## src/spp_map.svh

```systemverilog
// Constants of the sector and password protection logic.
// Assumes inclusion by every design module that needs it; spp_pkg does not include it.
`ifndef SPP_MAP_SVH
`define SPP_MAP_SVH

// ---------------------------------------------------------------
// Geometry defaults
// ---------------------------------------------------------------
`define SPP_NSEC_DEF 512
`define SPP_NSUB_DEF 16
`define SPP_PW_W 64

// ---------------------------------------------------------------
// Protection-mode register
// ---------------------------------------------------------------
`define SPP_MODE_W 16
`define SPP_MODE_RST 16'hFFFF
`define SPP_MODE_PW_BIT 2
`define SPP_MODE_SP_BIT 1

// ---------------------------------------------------------------
// Freeze, password, volatile lock byte
// ---------------------------------------------------------------
`define SPP_FREEZE_RST 1'b1
`define SPP_PW_RST 64'hFFFF_FFFF_FFFF_FFFF
`define SPP_PW_HIDDEN 64'hFFFF_FFFF_FFFF_FFFF
`define SPP_VLK_WL_BIT 0
`define SPP_VLK_LD_BIT 1

`endif

```

## src/spp_pkg.sv

```systemverilog
// Types shared by the sector and password protection logic.
// Assumes spp_map.svh is on the include path.
package spp_pkg;

  // Commands handed over by the serial command decoder
  typedef enum logic [3:0] {
    SPP_OP_RD_MODE,
    SPP_OP_PGM_MODE,
    SPP_OP_RD_PW,
    SPP_OP_PGM_PW,
    SPP_OP_UNLOCK_PW,
    SPP_OP_RD_FREEZE,
    SPP_OP_WR_FREEZE,
    SPP_OP_RD_NVLOCK,
    SPP_OP_WR_NVLOCK,
    SPP_OP_ERASE_NVLOCK,
    SPP_OP_RD_VLOCK,
    SPP_OP_WR_VLOCK
  } spp_op_t;

endpackage : spp_pkg

```

## src/spp_protect.sv

```systemverilog
// Sector and password protection core of a serial NOR flash.
// Assumes a command decoder on clk hands over decoded commands, and the
// program/erase engine asks for a sector verdict before it touches memory.
// reset stands for power-up; dev_reset_req is the device reset pin.
`timescale 1ns/1ns
`include "spp_map.svh"
module spp_protect import spp_pkg::*; #(
  parameter int NSEC = `SPP_NSEC_DEF,
  parameter int NSUB = `SPP_NSUB_DEF,
  parameter int PW_W = `SPP_PW_W
) (
  input wire logic clk,
  input wire logic reset,
  input wire logic dev_reset_req,
  input wire logic cmd_valid,
  input wire spp_op_t cmd_op,
  input wire logic [$clog2(NSEC)-1:0] cmd_sector,
  input wire logic [$clog2(NSUB)-1:0] cmd_sub,
  input wire logic [PW_W-1:0] cmd_data,
  output logic rsp_valid,
  output logic rsp_ok,
  output logic [PW_W-1:0] rsp_data,
  input wire logic chk_valid,
  input wire logic [$clog2(NSEC)-1:0] chk_sector,
  input wire logic [$clog2(NSUB)-1:0] chk_sub,
  output logic chk_rsp_valid,
  output logic chk_allowed,
  output logic pw_mode_on,
  output logic freeze_on
);

  localparam int SW = $clog2(NSEC);
  localparam int UW = $clog2(NSUB);
  localparam int MW = `SPP_MODE_W;

  // ---------------------------------------------------------------
  // State
  // ---------------------------------------------------------------
  typedef struct packed {
    logic [1:0] rst_sync;
    logic [MW-1:0] mode;
    logic freeze;
    logic [PW_W-1:0] pw;
    logic [NSEC-1:0] nv_lock;
    logic [NSEC-1:0] v_wlock;
    logic [NSEC-1:0] v_ldown;
    logic [1:0][NSUB-1:0] sub_wlock;
    logic [1:0][NSUB-1:0] sub_ldown;
    logic rsp_valid;
    logic rsp_ok;
    logic [PW_W-1:0] rsp_data;
    logic chk_valid;
    logic chk_ok;
  } spp_state_t;

  spp_state_t s_r;
  spp_state_t s_nxt;

  logic dev_rst;
  logic pw_active;
  logic unlock_ok;
  logic [MW-1:0] mode_pgm;
  logic [1:0] cmd_edge;
  logic [1:0] chk_vbits;
  logic [1:0] cmd_vbits;
  logic chk_wlock;

  // ---------------------------------------------------------------
  // Helpers
  // ---------------------------------------------------------------
  // Flags a first or last sector; bit 0 picks which
  function automatic logic [1:0] edge_sel(input logic [SW-1:0] sec);
    logic [1:0] r;
    r = 2'b00;
    if (sec == '0) begin
      r = 2'b10;
    end else if (sec == SW'(NSEC - 1)) begin
      r = 2'b11;
    end
    return r;
  endfunction : edge_sel

  // Volatile lock byte of a sector, or of a subsector in an edge sector
  function automatic logic [1:0] vbits(input spp_state_t st,
                                       input logic [SW-1:0] sec,
                                       input logic [UW-1:0] sub);
    logic [1:0] e;
    logic [1:0] r;
    e = edge_sel(sec);
    r = {st.v_ldown[sec], st.v_wlock[sec]};
    if (e[1]) begin
      r = {st.sub_ldown[e[0]][sub], st.sub_wlock[e[0]][sub]};
    end
    return r;
  endfunction : vbits

  // ---------------------------------------------------------------
  // Decode
  // ---------------------------------------------------------------
  assign dev_rst = s_r.rst_sync[1];
  assign pw_active = ~s_r.mode[`SPP_MODE_PW_BIT];
  assign cmd_edge = edge_sel(cmd_sector);
  assign cmd_vbits = vbits(s_r, cmd_sector, cmd_sub);
  assign chk_vbits = vbits(s_r, chk_sector, chk_sub);
  assign chk_wlock = chk_vbits[`SPP_VLK_WL_BIT];
  // OTP programming only clears bits; reserved bits stay one
  assign mode_pgm = s_r.mode & (cmd_data[MW-1:0] | ~MW'(6));

  spp_pw_check #(
    .PW_W(PW_W)
  ) u_pw_check (
    .stored(s_r.pw),
    .supplied(cmd_data),
    .pw_mode_on(pw_active),
    .unlock_ok(unlock_ok)
  );

  // ---------------------------------------------------------------
  // Next state
  // ---------------------------------------------------------------
  always_comb begin
    s_nxt = s_r;
    s_nxt.rst_sync = {s_r.rst_sync[0], dev_reset_req};
    s_nxt.rsp_valid = 1'b0;
    s_nxt.rsp_ok = 1'b0;
    s_nxt.chk_valid = 1'b0;
    s_nxt.chk_ok = 1'b0;

    // Program/erase verdict for the engine
    if (chk_valid) begin
      s_nxt.chk_valid = 1'b1;
      s_nxt.chk_ok = s_r.nv_lock[chk_sector] && !chk_wlock;
    end

    if (cmd_valid) begin
      s_nxt.rsp_valid = 1'b1;
      s_nxt.rsp_data = '0;
      case (cmd_op)
        SPP_OP_RD_MODE: begin
          s_nxt.rsp_ok = 1'b1;
          s_nxt.rsp_data = PW_W'(s_r.mode);
        end
        SPP_OP_PGM_MODE: begin
          // Refuse any result with both mode bits at zero
          if (mode_pgm[`SPP_MODE_PW_BIT] || mode_pgm[`SPP_MODE_SP_BIT]) begin
            s_nxt.mode = mode_pgm;
            s_nxt.rsp_ok = 1'b1;
          end
        end
        SPP_OP_RD_PW: begin
          s_nxt.rsp_ok = !pw_active;
          s_nxt.rsp_data = pw_active ? PW_W'(`SPP_PW_HIDDEN) : s_r.pw;
        end
        SPP_OP_PGM_PW: begin
          if (!pw_active) begin
            s_nxt.pw = cmd_data;
            s_nxt.rsp_ok = 1'b1;
          end
        end
        SPP_OP_UNLOCK_PW: begin
          // Wrong password leaves freeze as it was
          if (unlock_ok) begin
            s_nxt.freeze = 1'b1;
            s_nxt.rsp_ok = 1'b1;
          end
        end
        SPP_OP_RD_FREEZE: begin
          s_nxt.rsp_ok = 1'b1;
          s_nxt.rsp_data = PW_W'(s_r.freeze);
        end
        SPP_OP_WR_FREEZE: begin
          s_nxt.freeze = 1'b0;
          s_nxt.rsp_ok = 1'b1;
        end
        SPP_OP_RD_NVLOCK: begin
          s_nxt.rsp_ok = 1'b1;
          s_nxt.rsp_data = PW_W'(s_r.nv_lock[cmd_sector]);
        end
        SPP_OP_WR_NVLOCK: begin
          // Mode bit 1 plays no part here
          if (s_r.freeze) begin
            s_nxt.nv_lock[cmd_sector] = 1'b0;
            s_nxt.rsp_ok = 1'b1;
          end
        end
        SPP_OP_ERASE_NVLOCK: begin
          if (s_r.freeze) begin
            s_nxt.nv_lock = '1;
            s_nxt.rsp_ok = 1'b1;
          end
        end
        SPP_OP_RD_VLOCK: begin
          s_nxt.rsp_ok = 1'b1;
          s_nxt.rsp_data = PW_W'(cmd_vbits);
        end
        SPP_OP_WR_VLOCK: begin
          if (!cmd_vbits[`SPP_VLK_LD_BIT]) begin
            s_nxt.rsp_ok = 1'b1;
            if (cmd_edge[1]) begin
              s_nxt.sub_wlock[cmd_edge[0]][cmd_sub] = cmd_data[`SPP_VLK_WL_BIT];
              s_nxt.sub_ldown[cmd_edge[0]][cmd_sub] = cmd_data[`SPP_VLK_LD_BIT];
            end else begin
              s_nxt.v_wlock[cmd_sector] = cmd_data[`SPP_VLK_WL_BIT];
              s_nxt.v_ldown[cmd_sector] = cmd_data[`SPP_VLK_LD_BIT];
            end
          end
        end
        default: begin
          s_nxt.rsp_ok = 1'b0;
        end
      endcase
    end

    // Device reset drops volatile state; password mode re-freezes
    if (dev_rst) begin
      s_nxt.v_wlock = '0;
      s_nxt.v_ldown = '0;
      s_nxt.sub_wlock = '0;
      s_nxt.sub_ldown = '0;
      s_nxt.freeze = s_r.mode[`SPP_MODE_PW_BIT];
    end
  end

  // ---------------------------------------------------------------
  // Registers
  // ---------------------------------------------------------------
  // Power-up gives the delivered state: all unlocked, freeze open
  always_ff @(posedge clk or posedge reset) begin
    if (reset) begin
      s_r <= '0;
      s_r.mode <= `SPP_MODE_RST;
      s_r.freeze <= `SPP_FREEZE_RST;
      s_r.pw <= PW_W'(`SPP_PW_RST);
      s_r.nv_lock <= '1;
    end else begin
      s_r <= s_nxt;
    end
  end

  // ---------------------------------------------------------------
  // Outputs
  // ---------------------------------------------------------------
  assign rsp_valid = s_r.rsp_valid;
  assign rsp_ok = s_r.rsp_ok;
  assign rsp_data = s_r.rsp_data;
  assign chk_rsp_valid = s_r.chk_valid;
  assign chk_allowed = s_r.chk_ok;
  assign pw_mode_on = pw_active;
  assign freeze_on = s_r.freeze;

endmodule : spp_protect

```

## src/spp_pw_check.sv

```systemverilog
// Password comparator for the unlock command.
// Assumes stored and supplied words are stable in the cycle they are compared.
`timescale 1ns/1ns
module spp_pw_check import spp_pkg::*; #(
  parameter int PW_W = 64
) (
  input wire logic [PW_W-1:0] stored,
  input wire logic [PW_W-1:0] supplied,
  input wire logic pw_mode_on,
  output logic unlock_ok
);

  // ---------------------------------------------------------------
  // Compare
  // ---------------------------------------------------------------
  // Only a full match counts, and only while password mode is on
  always_comb begin
    unlock_ok = pw_mode_on && (stored == supplied);
  end

endmodule : spp_pw_check

```

## config.mk

```make
export PLATFORM = sky130hd
export DESIGN_NAME = spp_protect
export DESIGN_NICKNAME = d
export VERILOG_FILES = /design/src/spp_pkg.sv /design/src/spp_protect.sv /design/src/spp_pw_check.sv
export VERILOG_INCLUDE_DIRS = /design/src
export SDC_FILE = /design/constraint.sdc
export NUM_CORES = 2
export LEC_CHECK = 0
export BUFFER_PORTS_ARGS = -buffer_cell sky130_fd_sc_hd__buf_2
export CAP_MARGIN = 20
export CORE_MARGIN = 2
export CORE_UTILIZATION = 45
export CTS_BUF_LIST = sky130_fd_sc_hd__clkbuf_8
export DETAILED_ROUTE_END_ITERATION = 6
export PLACE_DENSITY = 0.63
export SLEW_MARGIN = 20
export SYNTH_ARGS = -nofsm -noshare
export SYNTH_HDL_FRONTEND = slang
export SYNTH_SLANG_ARGS = --single-unit
```

## constraint.sdc

```tcl
create_clock -name clk -period 51.6 [get_ports clk]
set_input_delay 0 -clock clk [delete_from_list [all_inputs] [get_ports clk]]
set_output_delay 0 -clock clk [all_outputs]
set_load 0.005 [all_outputs]
```

==> run summary <==
Synth Flop Type -> dfrtp_1
Final WL -> 360,000 um
Final Hold Viols -> 0
CP cell instances -> buf_8 -> buf_12 -> buf_12 -> buf_4 -> mux2i_1 -> a22oi_1 -> nand3_1 -> nand4_1 -> a32oi_1 -> nand4_1 -> nor3_4 -> and2_4 -> buf_4 -> buf_4 -> a32o_1
WP data arrival -> 8010 ps
Top delay family on crit path -> buffers and inverters
Pint -> 2440 uW
Synthesized cell area -> 0.0951 mm2
Final min period -> 7080 ps
Yosys warning count -> 0
First-pass GRT wire length -> 536,000 um
EDFF count, synth -> 0
Worst-path maximum fanout -> 100
Starting density of the core -> 0.454
Ys async rst share -> 1.00
Failing checks -> DRC
Post-synthesis sequential area ratio -> 0.464
H-tree depth -> 5
Synth Net Count -> 8,823
Max-cap violations -> 0
Clk sink count -> 1,737
Critical hold path startpoint -> cmd_sub[2]
Highest Clock Rate -> 0.141 GHz
P_leak -> 0.0405 uW
PwrDens -> 33.1 mW/mm2
Crit Path Category -> in -> reg
Synth Instances -> 8,724
Gpl congestion -> 0.950
Detailed-route DRC error count -> 7
CP max stage cell -> buf_4
Post-DP HPWL -> 208,000 um
Commonest non-fill, non-tap cell in the layout -> nand2_1
Ports -> 169
Comb power frac -> 0.152
DIE AREA -> 0.215 mm2
Critical path's most frequent cell -> buf_4
Sw Pwr -> 1020 uW
CTS buffer count -> 317
Hold Path Cell Cnt -> 5
CP Launch Type -> primary input
Core Region -> 0.210 mm2
Sw Share -> 0.296
CTS tree -> built
Worst skew pair latency -> 1140 ps
Grt total ovfl -> 0
Worst r2r dst -> s_r[630]$_DFFE_PP0P_
R2R depth -> 7
CP endpoint kind -> register
Final Slew Violations -> 0
HP Class -> in -> reg
Seq cells post-synth -> 1,737
Setup TNS Final -> 0 ps
Routed len/inst -> 30.9 um
Die width -> 464 um
Flop2flop setup slack -> 45,140 ps
Synth unique cells -> 97
DRT Pass-1 Iters -> 7
RSZ-0062 raised after global routing -> no
Initial antenna violation count -> 20
Synth Area per Inst -> 10.9 um2
Most frequent cells in the layout -> 1,256 x nand2_1, 1,158 x dfrtp_1, 651 x nor2_1
Sequential share of power -> 0.472
Row cnt -> 168
# setup viols final -> 0
Max-Slew Margin vs Limit -> 0.143
Iteration-0 DRC Markers -> 12,000
Critical R2R Launch -> dev_rst$_DFF_PP0_
Layout Nets -> 8,709
Crit-path max cell delay -> 880 ps
Slew @ Worst Pin -> 1280 ps
Root buffer cell -> clkbuf_8
Worst clock skew -> 150 ps
Worst Path Required -> 52,540 ps
Antenna viol nets, final -> 0
Total GRT Usage -> 0.328
Fill cell count -> 18,500
Chip height -> 464 um
Status -> finished with violations
Synth-to-Final Area Change -> 9.94%
Via density -> 6.97
Maximum VDD drop -> 0.0293 mV
Vias -> 81,300
Power share of the clock group -> 0.376
Number of global-route vias before repair -> 79,300
Largest net degree at the start of global routing -> 218
Crit path buffers/inverters -> 6
Share of cells above drive strength 1 -> 0.239
Clock Tree Buf Depth -> 4
CTS resizes -> 0
Hold worst-path end -> s_r[104]$_DFFE_PP0P_
Clk slew on worst S/H paths -> 60 ps
Final worst-path cycle share -> 0.137
Core Util, Final -> 0.499
I/O Buffers -> 168
cells in the mapped netlist (6+ instances only):
cell type     n  area share
buf_6        93       0.011
buf_2       207       0.011
a21oi_2       9     0.00083
mux4_2      537        0.13
a22o_1       31      0.0029
nand3_1     587       0.031
a221oi_1     28      0.0026
dfrtp_1    1158        0.30
nand2_1    1269       0.050
mux4_1       13      0.0036
o221ai_1     25      0.0023
xnor2_1      33      0.0030
nor4_1       17      0.0011
a2bb2o_4     11      0.0023
o21bai_1     15      0.0012
nor2b_1      33      0.0022
nand3b_1      6     0.00047
nor3_1       41      0.0022
mux2_2       74      0.0088
or3_1         7     0.00046
and2_1       10     0.00066
dfstp_2     579        0.16
o32ai_1       6     0.00055
xor2_1       16      0.0015
o2bb2ai_1   582       0.054
o21ai_0     591       0.031
a2111oi_0     7     0.00064
buf_1        36      0.0014
mux2i_1     286       0.030
a32o_1      514       0.054
a22oi_1     128       0.010
o211ai_1     24      0.0019
buf_4        93      0.0073
nor2_1      671       0.026
nand2b_1     22      0.0014
o22ai_1      57      0.0037
clkbuf_1    576       0.023
nand4_1      49      0.0032
inv_1        45      0.0018
a31oi_1       9     0.00059
a21oi_1      69      0.0036
a211oi_1     25      0.0020
cell type report:
cell class / instances / area [um2] / share of cell area
Inverter: 50 / 205 / 0.00196
Clock inverter: 169 / 749 / 0.00716
Antenna cell: 14 / 35.0 / 0.000335
Sequential cell: 1737 / 44200 / 0.422
Timing Repair Buffer: 586 / 4730 / 0.0452
Tap cell: 2805 / 3510 / 0.0336
Multi-Input combinational cell: 5918 / 45800 / 0.438
Clock buffer: 390 / 5370 / 0.0513
metrics by stage:
stage,hold WS (ps),total power (uW),instance area (um2),std cells,setup slack (ps)
after global routing,124,3580,105000,11700,44460
after floorplan,31.4,1990,95100,8724,3530
after global placement,119,2130,96400,10900,43950
final,95.2,3470,105000,11700,44520
after detailed placement,110,2150,96500,10900,43920
after CTS,17.5,3450,105000,11700,45010
worst min-delay path: stages:
cell and delay [ps]:
dlygate4sd3_1 530, buf_2 190, nor2b_1 210, nand3_1 120, o21bai_1 70
worst max path at each step:
stage / from / end / cells after the start
after global routing: cmd_sector[1] / s_r[699]$_DFFE_PP0P_ / 15
after floorplan: reset / chk_allowed$_DFF_PP0_ / 1
final: cmd_sector[1] / s_r[831]$_DFFE_PP0P_ / 15
after global placement: cmd_sector[1] / s_r[675]$_DFFE_PP0P_ / 15
after detailed placement: cmd_sector[1] / s_r[828]$_DFFE_PP0P_ / 15
after CTS: cmd_sector[1] / s_r[110]$_DFFE_PP0P_ / 16
flip-flops by register name, summed over array words and instances, names as in the netlist:
register	flops
rsp_valid	1
s_r	1666
chk_rsp_valid	1
rsp_ok	1
dev_rst	1
freeze_on	1
s_nxt	1
chk_allowed	1
rsp_data	64
power by group through the flow:
stage | Combinational, uW | Sequential, uW | Clock, uW
after floorplan | 365 | 1620 | 0
after global placement | 490 | 1640 | 0
after detailed placement | 499 | 1650 | 0
after CTS | 514 | 1630 | 1310
after global routing | 558 | 1650 | 1380
final | 528 | 1630 | 1300
cells by family after synthesis:
group	count (synthesis)	synth area share
flip-flops	1737	0.464
XOR/XNOR	49	0.00451
AO/OA/AOI/OAI	2190	0.180
buffers and inverters	1069	0.0576
multiplexers	911	0.170
AND/OR/NAND/NOR	2768	0.124
routing by layer:
metal,GRT usage,vias up,part of all wire
met2,0.464,5650,0.43
met4,0.174,18,0.058
met1,0.447,41700,0.39
li1,-,32700,-
met5,0,-,0.00036
met3,0.105,1129,0.13
repair_timing:
action,CTS,global route
hold endpoints to repair,712,0
hold buffers,196,0
endpoints found under the setup margin,0,0
setup buffers,0,0
No activity file was read; power rests on OpenSTA's default activity.
